--- src/ext_mem_wait_regs.svh ---
// register offsets, field positions, reset values, write masks and counter constants for the wait-state block
`ifndef EXT_MEM_WAIT_REGS_SVH
`define EXT_MEM_WAIT_REGS_SVH
`define EMC2_OFFSET 8'hF6
`define SWC_OFFSET 8'hFC
`define EMC2_RESET 8'h1F
`define SWC_RESET 8'h7F
`define EMC2_WMASK 8'h7F
`define SWC_WMASK 8'h7F
`define ENCS_BIT 6
`define REMAP_BIT 5
`define MEMORY_SELECT_BIT 4
`define LAS_LSB 2
`define UAS_LSB 0
`define WDG_BIT 6
`define UDS_LSB 3
`define LDS_LSB 0
`define BLOCK_BIT 21
`define ZERO_CNT 3'h0
`define ONE_CNT 3'h1
`define DPR_PAGE 6'h15
`endif

--- src/ext_mem_wait_pkg.sv ---
// types for the external memory wait-state block
package ext_mem_wait_pkg;
  typedef enum logic [2:0] {
    ST_IDLE,
    ST_ADDR,
    ST_ADDR_WAIT,
    ST_DATA,
    ST_DATA_WAIT
  } bus_state_t;

  // strobe outputs and the busy flag travelling together
  typedef struct packed {
    logic addr_strobe_n;
    logic data_strobe_n;
    logic second_strobe_n;
    logic busy;
  } strobe_bits_t;
endpackage

--- src/ext_mem_wait_state_config.sv ---
// external memory wait-state configuration and bus cycle sequencer
// Behaviour
// - Save clear: isr replaces csr, no push
// - Save set: push csr, load from isr
// - Save set: return pops csr too
// - Remap swaps data page regs with ports
// - Lower address strobe stretch 0-3, reset 3
// - Upper address strobe stretch 0-3, reset 3
// - Wait control bit 7 reads zero
// - Clearing watchdog_enable selects watchdog mode
// - Upper data strobe stretch 0-7, reset 7
// - Lower data strobe stretch 0-7, reset 7
// - Stretch counted in internal clock cycles
// - Address bit 21 selects lower/upper block
// - Wait input adds cycles per phase
// - Second strobe serves lower block only
//
// The implementer's own choice: the address-and-strobe port.
`include "ext_mem_wait_regs.svh"
`timescale 1ns/100ps
`default_nettype none
module ext_mem_wait_state_config (
  // clock and reset
  input wire logic sys_clk_in,
  input wire logic rst_in,
  // register port
  input wire logic [7:0] reg_addr_in,
  input wire logic [7:0] reg_wdata_in,
  input wire logic reg_wr_in,
  input wire logic reg_rd_in,
  output logic [7:0] reg_rdata_out,
  // interrupt stacking context from the core
  input wire logic int_entry_in,
  input wire logic int_return_in,
  input wire logic in_service_in,
  input wire logic [7:0] code_segment_in,
  input wire logic [7:0] interrupt_segment_in,
  input wire logic [7:0] popped_segment_in,
  // external access request
  input wire logic access_req_in,
  input wire logic [21:0] access_addr_in,
  input wire logic wait_enable_in,
  input wire logic wait_n_in,
  input wire logic second_strobe_enable_in,
  // stacking and segment results
  output logic push_segment_out,
  output logic pop_segment_out,
  output logic [7:0] active_segment_out,
  // configuration to the rest of the chip
  output logic data_page_remap_out,
  output logic [5:0] data_page_regs_page_out,
  output logic watchdog_mode_out,
  // external strobes
  output logic address_strobe_n_out,
  output logic data_strobe_n_out,
  output logic second_data_strobe_n_out,
  output logic access_done_out
);
  // register port timing
  //   a write lands on the edge that samples the strobe
  //   a read answers one cycle later, then returns to zero
  //   the zero idle value lets software or glue logic or-merge ports
  //   unmapped addresses read zero
  //   the slave never stalls, so there is no ready signal
  //
  // control register two
  //   bit 7 reserved, never stored
  //   bit 6 code segment save enable
  //   bit 5 data page remap
  //   bit 4 memory select, kept only for readback
  //   bits 3:2 lower address strobe stretch
  //   bits 1:0 upper address strobe stretch
  //   writes while in service are dropped
  //   dropping is a choice: silently ignoring beats corrupting the map
  //
  // strobe wait control register
  //   bit 7 reserved, forced low
  //   bit 6 watchdog enable, low selects watchdog mode
  //   bits 5:3 upper data strobe stretch
  //   bits 2:0 lower data strobe stretch
  //   reset gives the slowest bus; software should trim it
  //
  // interrupt stacking
  //   entry always moves the active segment to the handler segment
  //   with save set a push pulse asks the core to stack the segment
  //   with save clear nothing extra is pushed, faster entry
  //   return with save set restores the popped segment
  //   return with save clear goes back to the live code segment
  //   push and pop pulses follow the entry and return inputs one cycle later, for as long as those are held
  //   limitation: nested entries are not counted here
  //   the core is trusted to pair entries and returns
  //
  // external access sequencer
  //   idle: waits for a request, latches the block
  //   address phase: strobe low for one plus its stretch
  //   data phase: strobe low for one plus its stretch
  //   the wait input holds the current phase one cycle per sample
  //   wait cycles come first, stretch counts after them
  //   done pulses on the edge that raises the data strobe
  //   requests during an access are ignored
  //   the block is latched at the request so a moving address
  //   cannot switch strobes in the middle of a cycle
  //
  // second data strobe
  //   only lower block accesses use it when enabled
  //   the main data strobe then stays high for the whole cycle
  //   upper block accesses leave it high
  //   both strobes are never low together
  //
  // timing base
  //   every stretch count steps once per system clock
  //   this clock stands for the internal clock, never the cpu clock
  //   a slower cpu clock therefore does not lengthen the strobes
  //
  // outputs
  //   every output comes from a flip-flop, so no glitches reach pins
  //   config outputs lag the register by one cycle
  //   the lag is harmless: software changes them rarely
  //
  // hazards
  //   changing stretch fields during an access takes effect
  //   for the address phase at the next request only
  //   the data stretch is chosen as the address phase ends
  //   so a write in that window may give a mixed cycle
  //   software should reconfigure only while the bus is idle
  logic [7:0] ctl2_ff;
  logic [7:0] wctl_ff;
  logic [7:0] rdata_ff;
  logic [7:0] seg_ff;
  logic push_ff;
  logic pop_ff;
  logic in_seg_ff;
  logic [2:0] cnt_ff;
  logic [2:0] nxt_cnt;
  logic upper_ff;
  logic done_ff;
  ext_mem_wait_pkg::bus_state_t state_ff;
  ext_mem_wait_pkg::bus_state_t nxt_state;
  ext_mem_wait_pkg::strobe_bits_t strobe_ff;
  ext_mem_wait_pkg::strobe_bits_t nxt_strobe;
  logic [7:0] nxt_seg;

  // address decode, a function since both strobes use it
  function automatic logic hit(input logic [7:0] a, input logic [7:0] off);
    hit = (a == off);
  endfunction

  wire hit_ctl2 = hit(reg_addr_in, `EMC2_OFFSET);
  wire hit_wctl = hit(reg_addr_in, `SWC_OFFSET);
  // control register two writes inside a service routine are dropped, a safe reading of the caution
  wire wr_ctl2 = reg_wr_in & hit_ctl2 & ~in_service_in;
  wire wr_wctl = reg_wr_in & hit_wctl;
  // bit 7 never stored; memory_select kept as written for software to read
  wire [7:0] ctl2_next = reg_wdata_in & `EMC2_WMASK;
  wire [7:0] wctl_next = reg_wdata_in & `SWC_WMASK;
  wire [7:0] rd_mux = hit_ctl2 ? ctl2_ff : (hit_wctl ? wctl_ff : 8'h00);

  // field views
  wire save_en = ctl2_ff[`ENCS_BIT];
  wire [1:0] las = ctl2_ff[`LAS_LSB +: 2];
  wire [1:0] uas = ctl2_ff[`UAS_LSB +: 2];
  wire [2:0] uds = wctl_ff[`UDS_LSB +: 3];
  wire [2:0] lds = wctl_ff[`LDS_LSB +: 3];
  wire req_upper = access_addr_in[`BLOCK_BIT];
  wire [2:0] as_stretch = req_upper ? {1'b0, uas} : {1'b0, las};
  wire [2:0] ds_stretch = upper_ff ? uds : lds;
  wire waiting = wait_enable_in & ~wait_n_in;

  // register file
  always_ff @(posedge sys_clk_in or posedge rst_in) begin
    if (rst_in) begin
      ctl2_ff <= `EMC2_RESET;
      wctl_ff <= `SWC_RESET;
      rdata_ff <= 8'h00;
    end else begin
      if (wr_ctl2) ctl2_ff <= ctl2_next;
      if (wr_wctl) wctl_ff <= wctl_next;
      rdata_ff <= reg_rd_in ? rd_mux : 8'h00;
    end
  end

  // segment selection on interrupt entry and return
  always_comb begin
    nxt_seg = seg_ff;
    if (int_entry_in) begin
      nxt_seg = interrupt_segment_in;
    end else if (int_return_in) begin
      nxt_seg = save_en ? popped_segment_in : code_segment_in;
    end else if (!in_seg_ff) begin
      nxt_seg = code_segment_in;
    end
  end

  // stacking control; without save the isr stays in one segment
  always_ff @(posedge sys_clk_in or posedge rst_in) begin
    if (rst_in) begin
      seg_ff <= 8'h00;
      push_ff <= 1'b0;
      pop_ff <= 1'b0;
      in_seg_ff <= 1'b0;
    end else begin
      seg_ff <= nxt_seg;
      push_ff <= int_entry_in & save_en;
      pop_ff <= int_return_in & save_en;
      if (int_entry_in) in_seg_ff <= 1'b1;
      else if (int_return_in) in_seg_ff <= 1'b0;
    end
  end

  // bus cycle sequencer, one step per internal clock cycle
  always_comb begin
    nxt_state = state_ff;
    nxt_cnt = cnt_ff;
    nxt_strobe = '{1'b1, 1'b1, 1'b1, 1'b1};
    case (state_ff)
      ext_mem_wait_pkg::ST_IDLE: begin
        nxt_strobe.busy = 1'b0;
        if (access_req_in) begin
          nxt_state = ext_mem_wait_pkg::ST_ADDR;
          nxt_cnt = as_stretch;
          nxt_strobe.addr_strobe_n = 1'b0;
          nxt_strobe.busy = 1'b1;
        end
      end
      ext_mem_wait_pkg::ST_ADDR: begin
        nxt_strobe.addr_strobe_n = 1'b0;
        if (waiting) begin
          nxt_state = ext_mem_wait_pkg::ST_ADDR;
        end else if (cnt_ff != `ZERO_CNT) begin
          nxt_cnt = cnt_ff - `ONE_CNT;
        end else begin
          nxt_state = ext_mem_wait_pkg::ST_DATA;
          nxt_cnt = ds_stretch;
          nxt_strobe.addr_strobe_n = 1'b1;
          nxt_strobe.data_strobe_n = second_strobe_enable_in & ~upper_ff;
          nxt_strobe.second_strobe_n = ~(second_strobe_enable_in & ~upper_ff);
        end
      end
      ext_mem_wait_pkg::ST_DATA: begin
        nxt_strobe.data_strobe_n = strobe_ff.data_strobe_n;
        nxt_strobe.second_strobe_n = strobe_ff.second_strobe_n;
        if (waiting) begin
          nxt_state = ext_mem_wait_pkg::ST_DATA;
        end else if (cnt_ff != `ZERO_CNT) begin
          nxt_cnt = cnt_ff - `ONE_CNT; // counted on sys_clk_in
        end else begin
          nxt_state = ext_mem_wait_pkg::ST_IDLE;
          nxt_strobe.data_strobe_n = 1'b1;
          nxt_strobe.second_strobe_n = 1'b1;
          nxt_strobe.busy = 1'b0;
        end
      end
      default: begin
        nxt_state = ext_mem_wait_pkg::ST_IDLE;
        nxt_strobe.busy = 1'b0;
      end
    endcase
  end

  // sequencer registers; block is latched at request so it holds for the cycle
  always_ff @(posedge sys_clk_in or posedge rst_in) begin
    if (rst_in) begin
      state_ff <= ext_mem_wait_pkg::ST_IDLE;
      cnt_ff <= `ZERO_CNT;
      upper_ff <= 1'b0;
      strobe_ff <= '{1'b1, 1'b1, 1'b1, 1'b0};
      done_ff <= 1'b0;
    end else begin
      state_ff <= nxt_state;
      cnt_ff <= nxt_cnt;
      strobe_ff <= nxt_strobe;
      if (state_ff == ext_mem_wait_pkg::ST_IDLE && access_req_in) upper_ff <= req_upper;
      done_ff <= strobe_ff.busy & ~nxt_strobe.busy;
    end
  end

  // config outputs, all registered
  always_ff @(posedge sys_clk_in or posedge rst_in) begin
    if (rst_in) begin
      data_page_remap_out <= 1'b0;
      data_page_regs_page_out <= `DPR_PAGE;
      watchdog_mode_out <= 1'b0;
    end else begin
      data_page_remap_out <= ctl2_ff[`REMAP_BIT];
      data_page_regs_page_out <= ctl2_ff[`REMAP_BIT] ? 6'h00 : `DPR_PAGE;
      watchdog_mode_out <= ~wctl_ff[`WDG_BIT];
    end
  end

  assign reg_rdata_out = rdata_ff;
  assign push_segment_out = push_ff;
  assign pop_segment_out = pop_ff;
  assign active_segment_out = seg_ff;
  assign address_strobe_n_out = strobe_ff.addr_strobe_n;
  assign data_strobe_n_out = strobe_ff.data_strobe_n;
  assign second_data_strobe_n_out = strobe_ff.second_strobe_n;
  assign access_done_out = done_ff;
endmodule // ext_mem_wait_state_config
`default_nettype wire

--- config.mk ---
export PLATFORM = sky130hd
export DESIGN_NAME = ext_mem_wait_state_config
export DESIGN_NICKNAME = d
export VERILOG_FILES = /design/src/ext_mem_wait_pkg.sv /design/src/ext_mem_wait_state_config.sv
export VERILOG_INCLUDE_DIRS = /design/src /design/src/src
export SDC_FILE = /design/constraint.sdc
export NUM_CORES = 1
export LEC_CHECK = 0
export BUFFER_PORTS_ARGS = -buffer_cell sky130_fd_sc_hd__buf_2
export CELL_PAD_IN_SITES_DETAIL_PLACEMENT = 1
export CELL_PAD_IN_SITES_GLOBAL_PLACEMENT = 1
export CORE_MARGIN = 2
export CORE_UTILIZATION = 35
export CTS_CLUSTER_DIAMETER = 120
export DETAILED_ROUTE_END_ITERATION = 8
export PLACE_DENSITY = 0.8
export SYNTH_ARGS = -nofsm -noshare
export SYNTH_HDL_FRONTEND = slang
export SYNTH_SLANG_ARGS = --single-unit
--- constraint.sdc ---
create_clock -name sys_clk_in -period 2.4 [get_ports sys_clk_in]
set_clock_uncertainty 0.05 [all_clocks]
set_input_delay 0.24 -clock sys_clk_in [delete_from_list [all_inputs] [get_ports sys_clk_in]]
set_output_delay 0.24 -clock sys_clk_in [all_outputs]
set_load 0.1 [all_outputs]
==> results.txt <==
A synthesized cell averages 11.22 sq um. The repair_antennas step left the layout with diodes totalling 0. The netlist uses 42 different library cells. Global routing finished with a remaining overflow of 0. The commonest cells after synthesis are 30 x dfrtp_1, 23 x mux2_2, 20 x nand2_1. The wire length per cell was 14.65 um; the worst voltage drop across the vdd grid was 398.8 uV. In the final routing, the length of wire on met1 measures 2138 um. Summed over its instances, the top area cell type makes up 32.97% of the synthesized netlist area. The initial utilization of the core area, before any placement, comes to 36.07%. The cell taking the most area after synthesis is dfrtp_1. For the worst setup path, the data required time is 2530 ps.

The completed layout was analyzed and its total power is 2.553 mW. Using the TritonRoute via totals, the vias-per-cell ratio works out to 5.011. The post-synthesis sequential area ratio came out at 51.43%. Across all setup checks in the final design, the least slack found is 443.1 ps. Setup TNS: 0 ps. Measured along the y axis, the die boundary spans 84.66 um. Critical path class: reg -> reg. In the synthesized netlist the async set-or-reset flop fraction comes to 100.0%. The clock reaches the later pin of the worst-skew pair after 290 ps.

The final wirelength came out at 5187 um. For the number of setup violations in the final report, the log shows 0. STA puts the critical path data arrival time at 2080 ps.

The count of buffer and inverter cells on the critical path works out to 1. The most common cell in the netlist is dfrtp_1. For the pin with the worst max-slew slack, the measured transition is 872.4 ps.

The tool flagged a number of max-cap violations equal to 0. The run gives 0 as the total of warnings raised by yosys. The post-route netlist has 49.10% of its cells at a drive strength greater than 1. The most used flip-flop cell after synthesis is dfrtp_1. Yosys mapped a number of flops with a built-in enable equal to 0. For this design the ratio of total power to cell area is 919.4 nW/um^2.

At the end of the flow, the number of nets in the layout was 352. The tools report the global-route wire length before repair as 8625 um. Critical path endpoint category: a flop. The run gives 5 as the total CTS buffers.

The logs give 0 for the final hold violation count and 752 for the number of fill cells in the layout. The placeable core region is 6314 sq um. The critical path goes through inv_1 -> ha_1 -> nand2b_1 -> nand2_4 -> a221oi_4 -> mux2_2. The largest delay contributor family on the critical path is simple AND/OR/NAND/NOR gates.

The floorplan step defined a die boundary enclosing 7167 sq um. After clock tree synthesis, the flow added hold-fix buffers numbering 0. For this block, the initial DRC count from the detailed router was 63. Routability-driven placement finished with a final weighted congestion of 0.7886. The run finished with clean final reports. The synthesized design contains 46 register bits.

The final route contains 1774 vias. Entering global routing, the biggest net connects 45 pins. In the synthesized netlist, the number of instances is 203. The share of total power dissipated in sequential elements is 40.7%. TritonCTS built the clock tree. Compared with the post-synthesis result, the final layout area differs by 21.92%. I/O pin count: 103. The level count of the clock H-tree was 2; the largest driver fanout on the critical path was 8. CTS placed an instance of clkbuf_8 at the clock tree root.

The worst path needs 1957 ps of the cycle, external delays included. Across every metal layer, demand over resource in global routing totals 15.13%. The horizontal extent of the die was 84.66 um; the quantity of gates resized following cts was 0. After synthesis the cells add up to 2277 sq um. The largest individual stage delay along the critical path comes from the cell dfrtp_1. The number of standard-cell rows in the floorplan was 29. The first detailed-routing pass took 4 iterations. Summed over all nets, the switching power comes to 1.075 mW. The tools report the routed wire length on met3 as 345 um. Summed over all cells, the static leakage comes to 1.312 nW. By area the synthesized netlist is led by dfrtp_1 33%, dfstp_2 18%, mux2_2 11%. The clock passes through at most 2 buffers. The via count of the first global-routing pass came out at 1828. On the worst path, the slowest cell contributes a delay of 380 ps.

The uppermost signal routing layer after detailed routing is met4. The pre-CTS worst setup slack came out at 466.7 ps. After clock tree synthesis, the clock-pin slew on the worst setup and hold paths is 80 ps. Worst slew slack as a fraction of its limit: 41.76%. The initial antenna violation count came out at 0. Setup repair after global routing left no endpoint under its margin. The clock network power share came out at 17.4%. The placed wire-length estimate after detailed placement is 3998 um. The proportion of power drawn by combinational gates is 41.9%, and the number of buffers added for setup after CTS is 0. For the count of pins over their slew limit, the log shows 0.

The min-delay analysis places its worst path in the category in -> async. Design internal power: 1.478 mW. The run gives 46 as the count of clock tree sinks. The tools report the residual DRC count as 0. The tools report the sort of element at the start of the critical path as a flop. The number of nets with antenna violations after routing is 0, and the fraction of the cycle the final worst path needs is 81.54%.

Derived from the worst setup path, the maximum achievable clock frequency is 511.0 MHz. Net switching is 42.10% of the power. The quantity of I/O buffers inserted on ports works out to 76. The run gives 2605 um as the sum of met2 wire segment lengths after detailed routing.
[power by group through the flow]
stage          sequential [mW]  clock [mW]  combinational, mW
2_1_floorplan             1.32           0              0.625
3_3_place_gp              1.05           0               1.03
3_5_place_dp              1.05           0               1.08
4_1_cts                   1.04       0.465               1.07
5_1_grt                   1.06       0.496               1.16
6_report                  1.04       0.444               1.07
[worst paths after layout]
path / startpoint / slack [ps] / endpoint / cells after the start
max: cnt_ff[0]$_DFFE_PP0P_ / 440 / cnt_ff[0]$_DFFE_PP0P_ / 6
min: rst_in / 80 / active_segment_out[2]$_DFFE_PP0P_ / 2
max reg2reg: cnt_ff[0]$_DFFE_PP0P_ / 440 / cnt_ff[0]$_DFFE_PP0P_ / 6
min reg2reg: ctl2_ff[5]$_DFFE_PP0P_ / 380 / data_page_remap_out$_DFF_PP0_ / 0
max in group asynchronous: rst_in / 1550 / wctl_ff[2]$_DFFE_PP1P_ / 3
min in group sys_clk_in: interrupt_segment_in[7] / 110 / active_segment_out[7]$_DFFE_PP0P_ / 3
[worst reg2reg max path, stage by stage, from the launching register on]
cell      delay [ps]
dfrtp_1          380
inv_1             90
ha_1             240
nand2b_1         310
nand2_4           90
a221oi_4         310
mux2_2           380
[kinds of logic (layout without fill, tap and decap cells)]
family,Yosys count,count (layout),synth area share [%]
simple gates,56,56,13.19
flops,46,46,51.43
compound gates,41,41,12.53
mux,32,32,15.33
buf+inv,23,94,5.495
fa+ha+maj,2,2,1.099
xor+xnor,2,2,0.7694
other cells,1,4,0.1647
[flip-flops by register name, indices dropped and copies added (netlist names), 2 cells and up]
| register | count |
|---|---|
| active_segment_out | 8 |
| reg_rdata_out | 7 |
| cnt_ff | 3 |
| state_ff | 2 |
| ctl2_ff | 7 |
| wctl_ff | 7 |
[stage by stage]
stage	util, %	instance area [sq um]	std cells	hold WS, ps
floorplan	-	2288	206	305.3
global placement	42.71	2696	347	361.6
detailed placement	42.71	2696	347	361.0
CTS	43.98	2776	354	92.48
global route	43.98	2776	354	106.1
finish	43.98	2776	354	79.21
[layout by cell type (no fill, tap or decap), types with 2 or more instances in the layout]
master	Yosys	routed
clkbuf_8	0	5
conb_1	1	4
inv_1	7	6
nand2_1	20	20
o22ai_1	4	4
nor2b_1	3	3
and2_1	5	5
buf_4	6	4
ha_1	2	2
mux2i_1	9	9
o31ai_1	2	2
o21ai_0	17	17
a21oi_1	2	2
dfstp_2	16	16
dfrtp_1	30	30
mux2_2	23	23
nand2b_1	4	4
buf_2	1	76
a22oi_1	7	7
nor2_1	12	12
nor3b_1	2	2
a211o_2	2	2
[routing by layer]
| metal | up-vias | GRT usage [%] |
|---|---|---|
| met5 | - | 0 |
| met4 | 0 | 5.483 |
| met3 | 8 | 4.425 |
| met2 | 55 | 25.34 |
| met1 | 871 | 18.56 |
| li1 | 840 | - |
[cell type report]
class | count | area (sq um) | share of cell area, %
multi-input cells | 137 | 992.2 | 35.74
clock inverters | 1 | 7.507 | 0.2704
repair buffers | 80 | 410.4 | 14.78
inverters | 7 | 26.28 | 0.9464
flip-flops and latches | 46 | 1171 | 42.18
clock buffers | 6 | 72.57 | 2.614
well taps | 77 | 96.34 | 3.470
No activity file was read; power rests on OpenSTA's default activity.
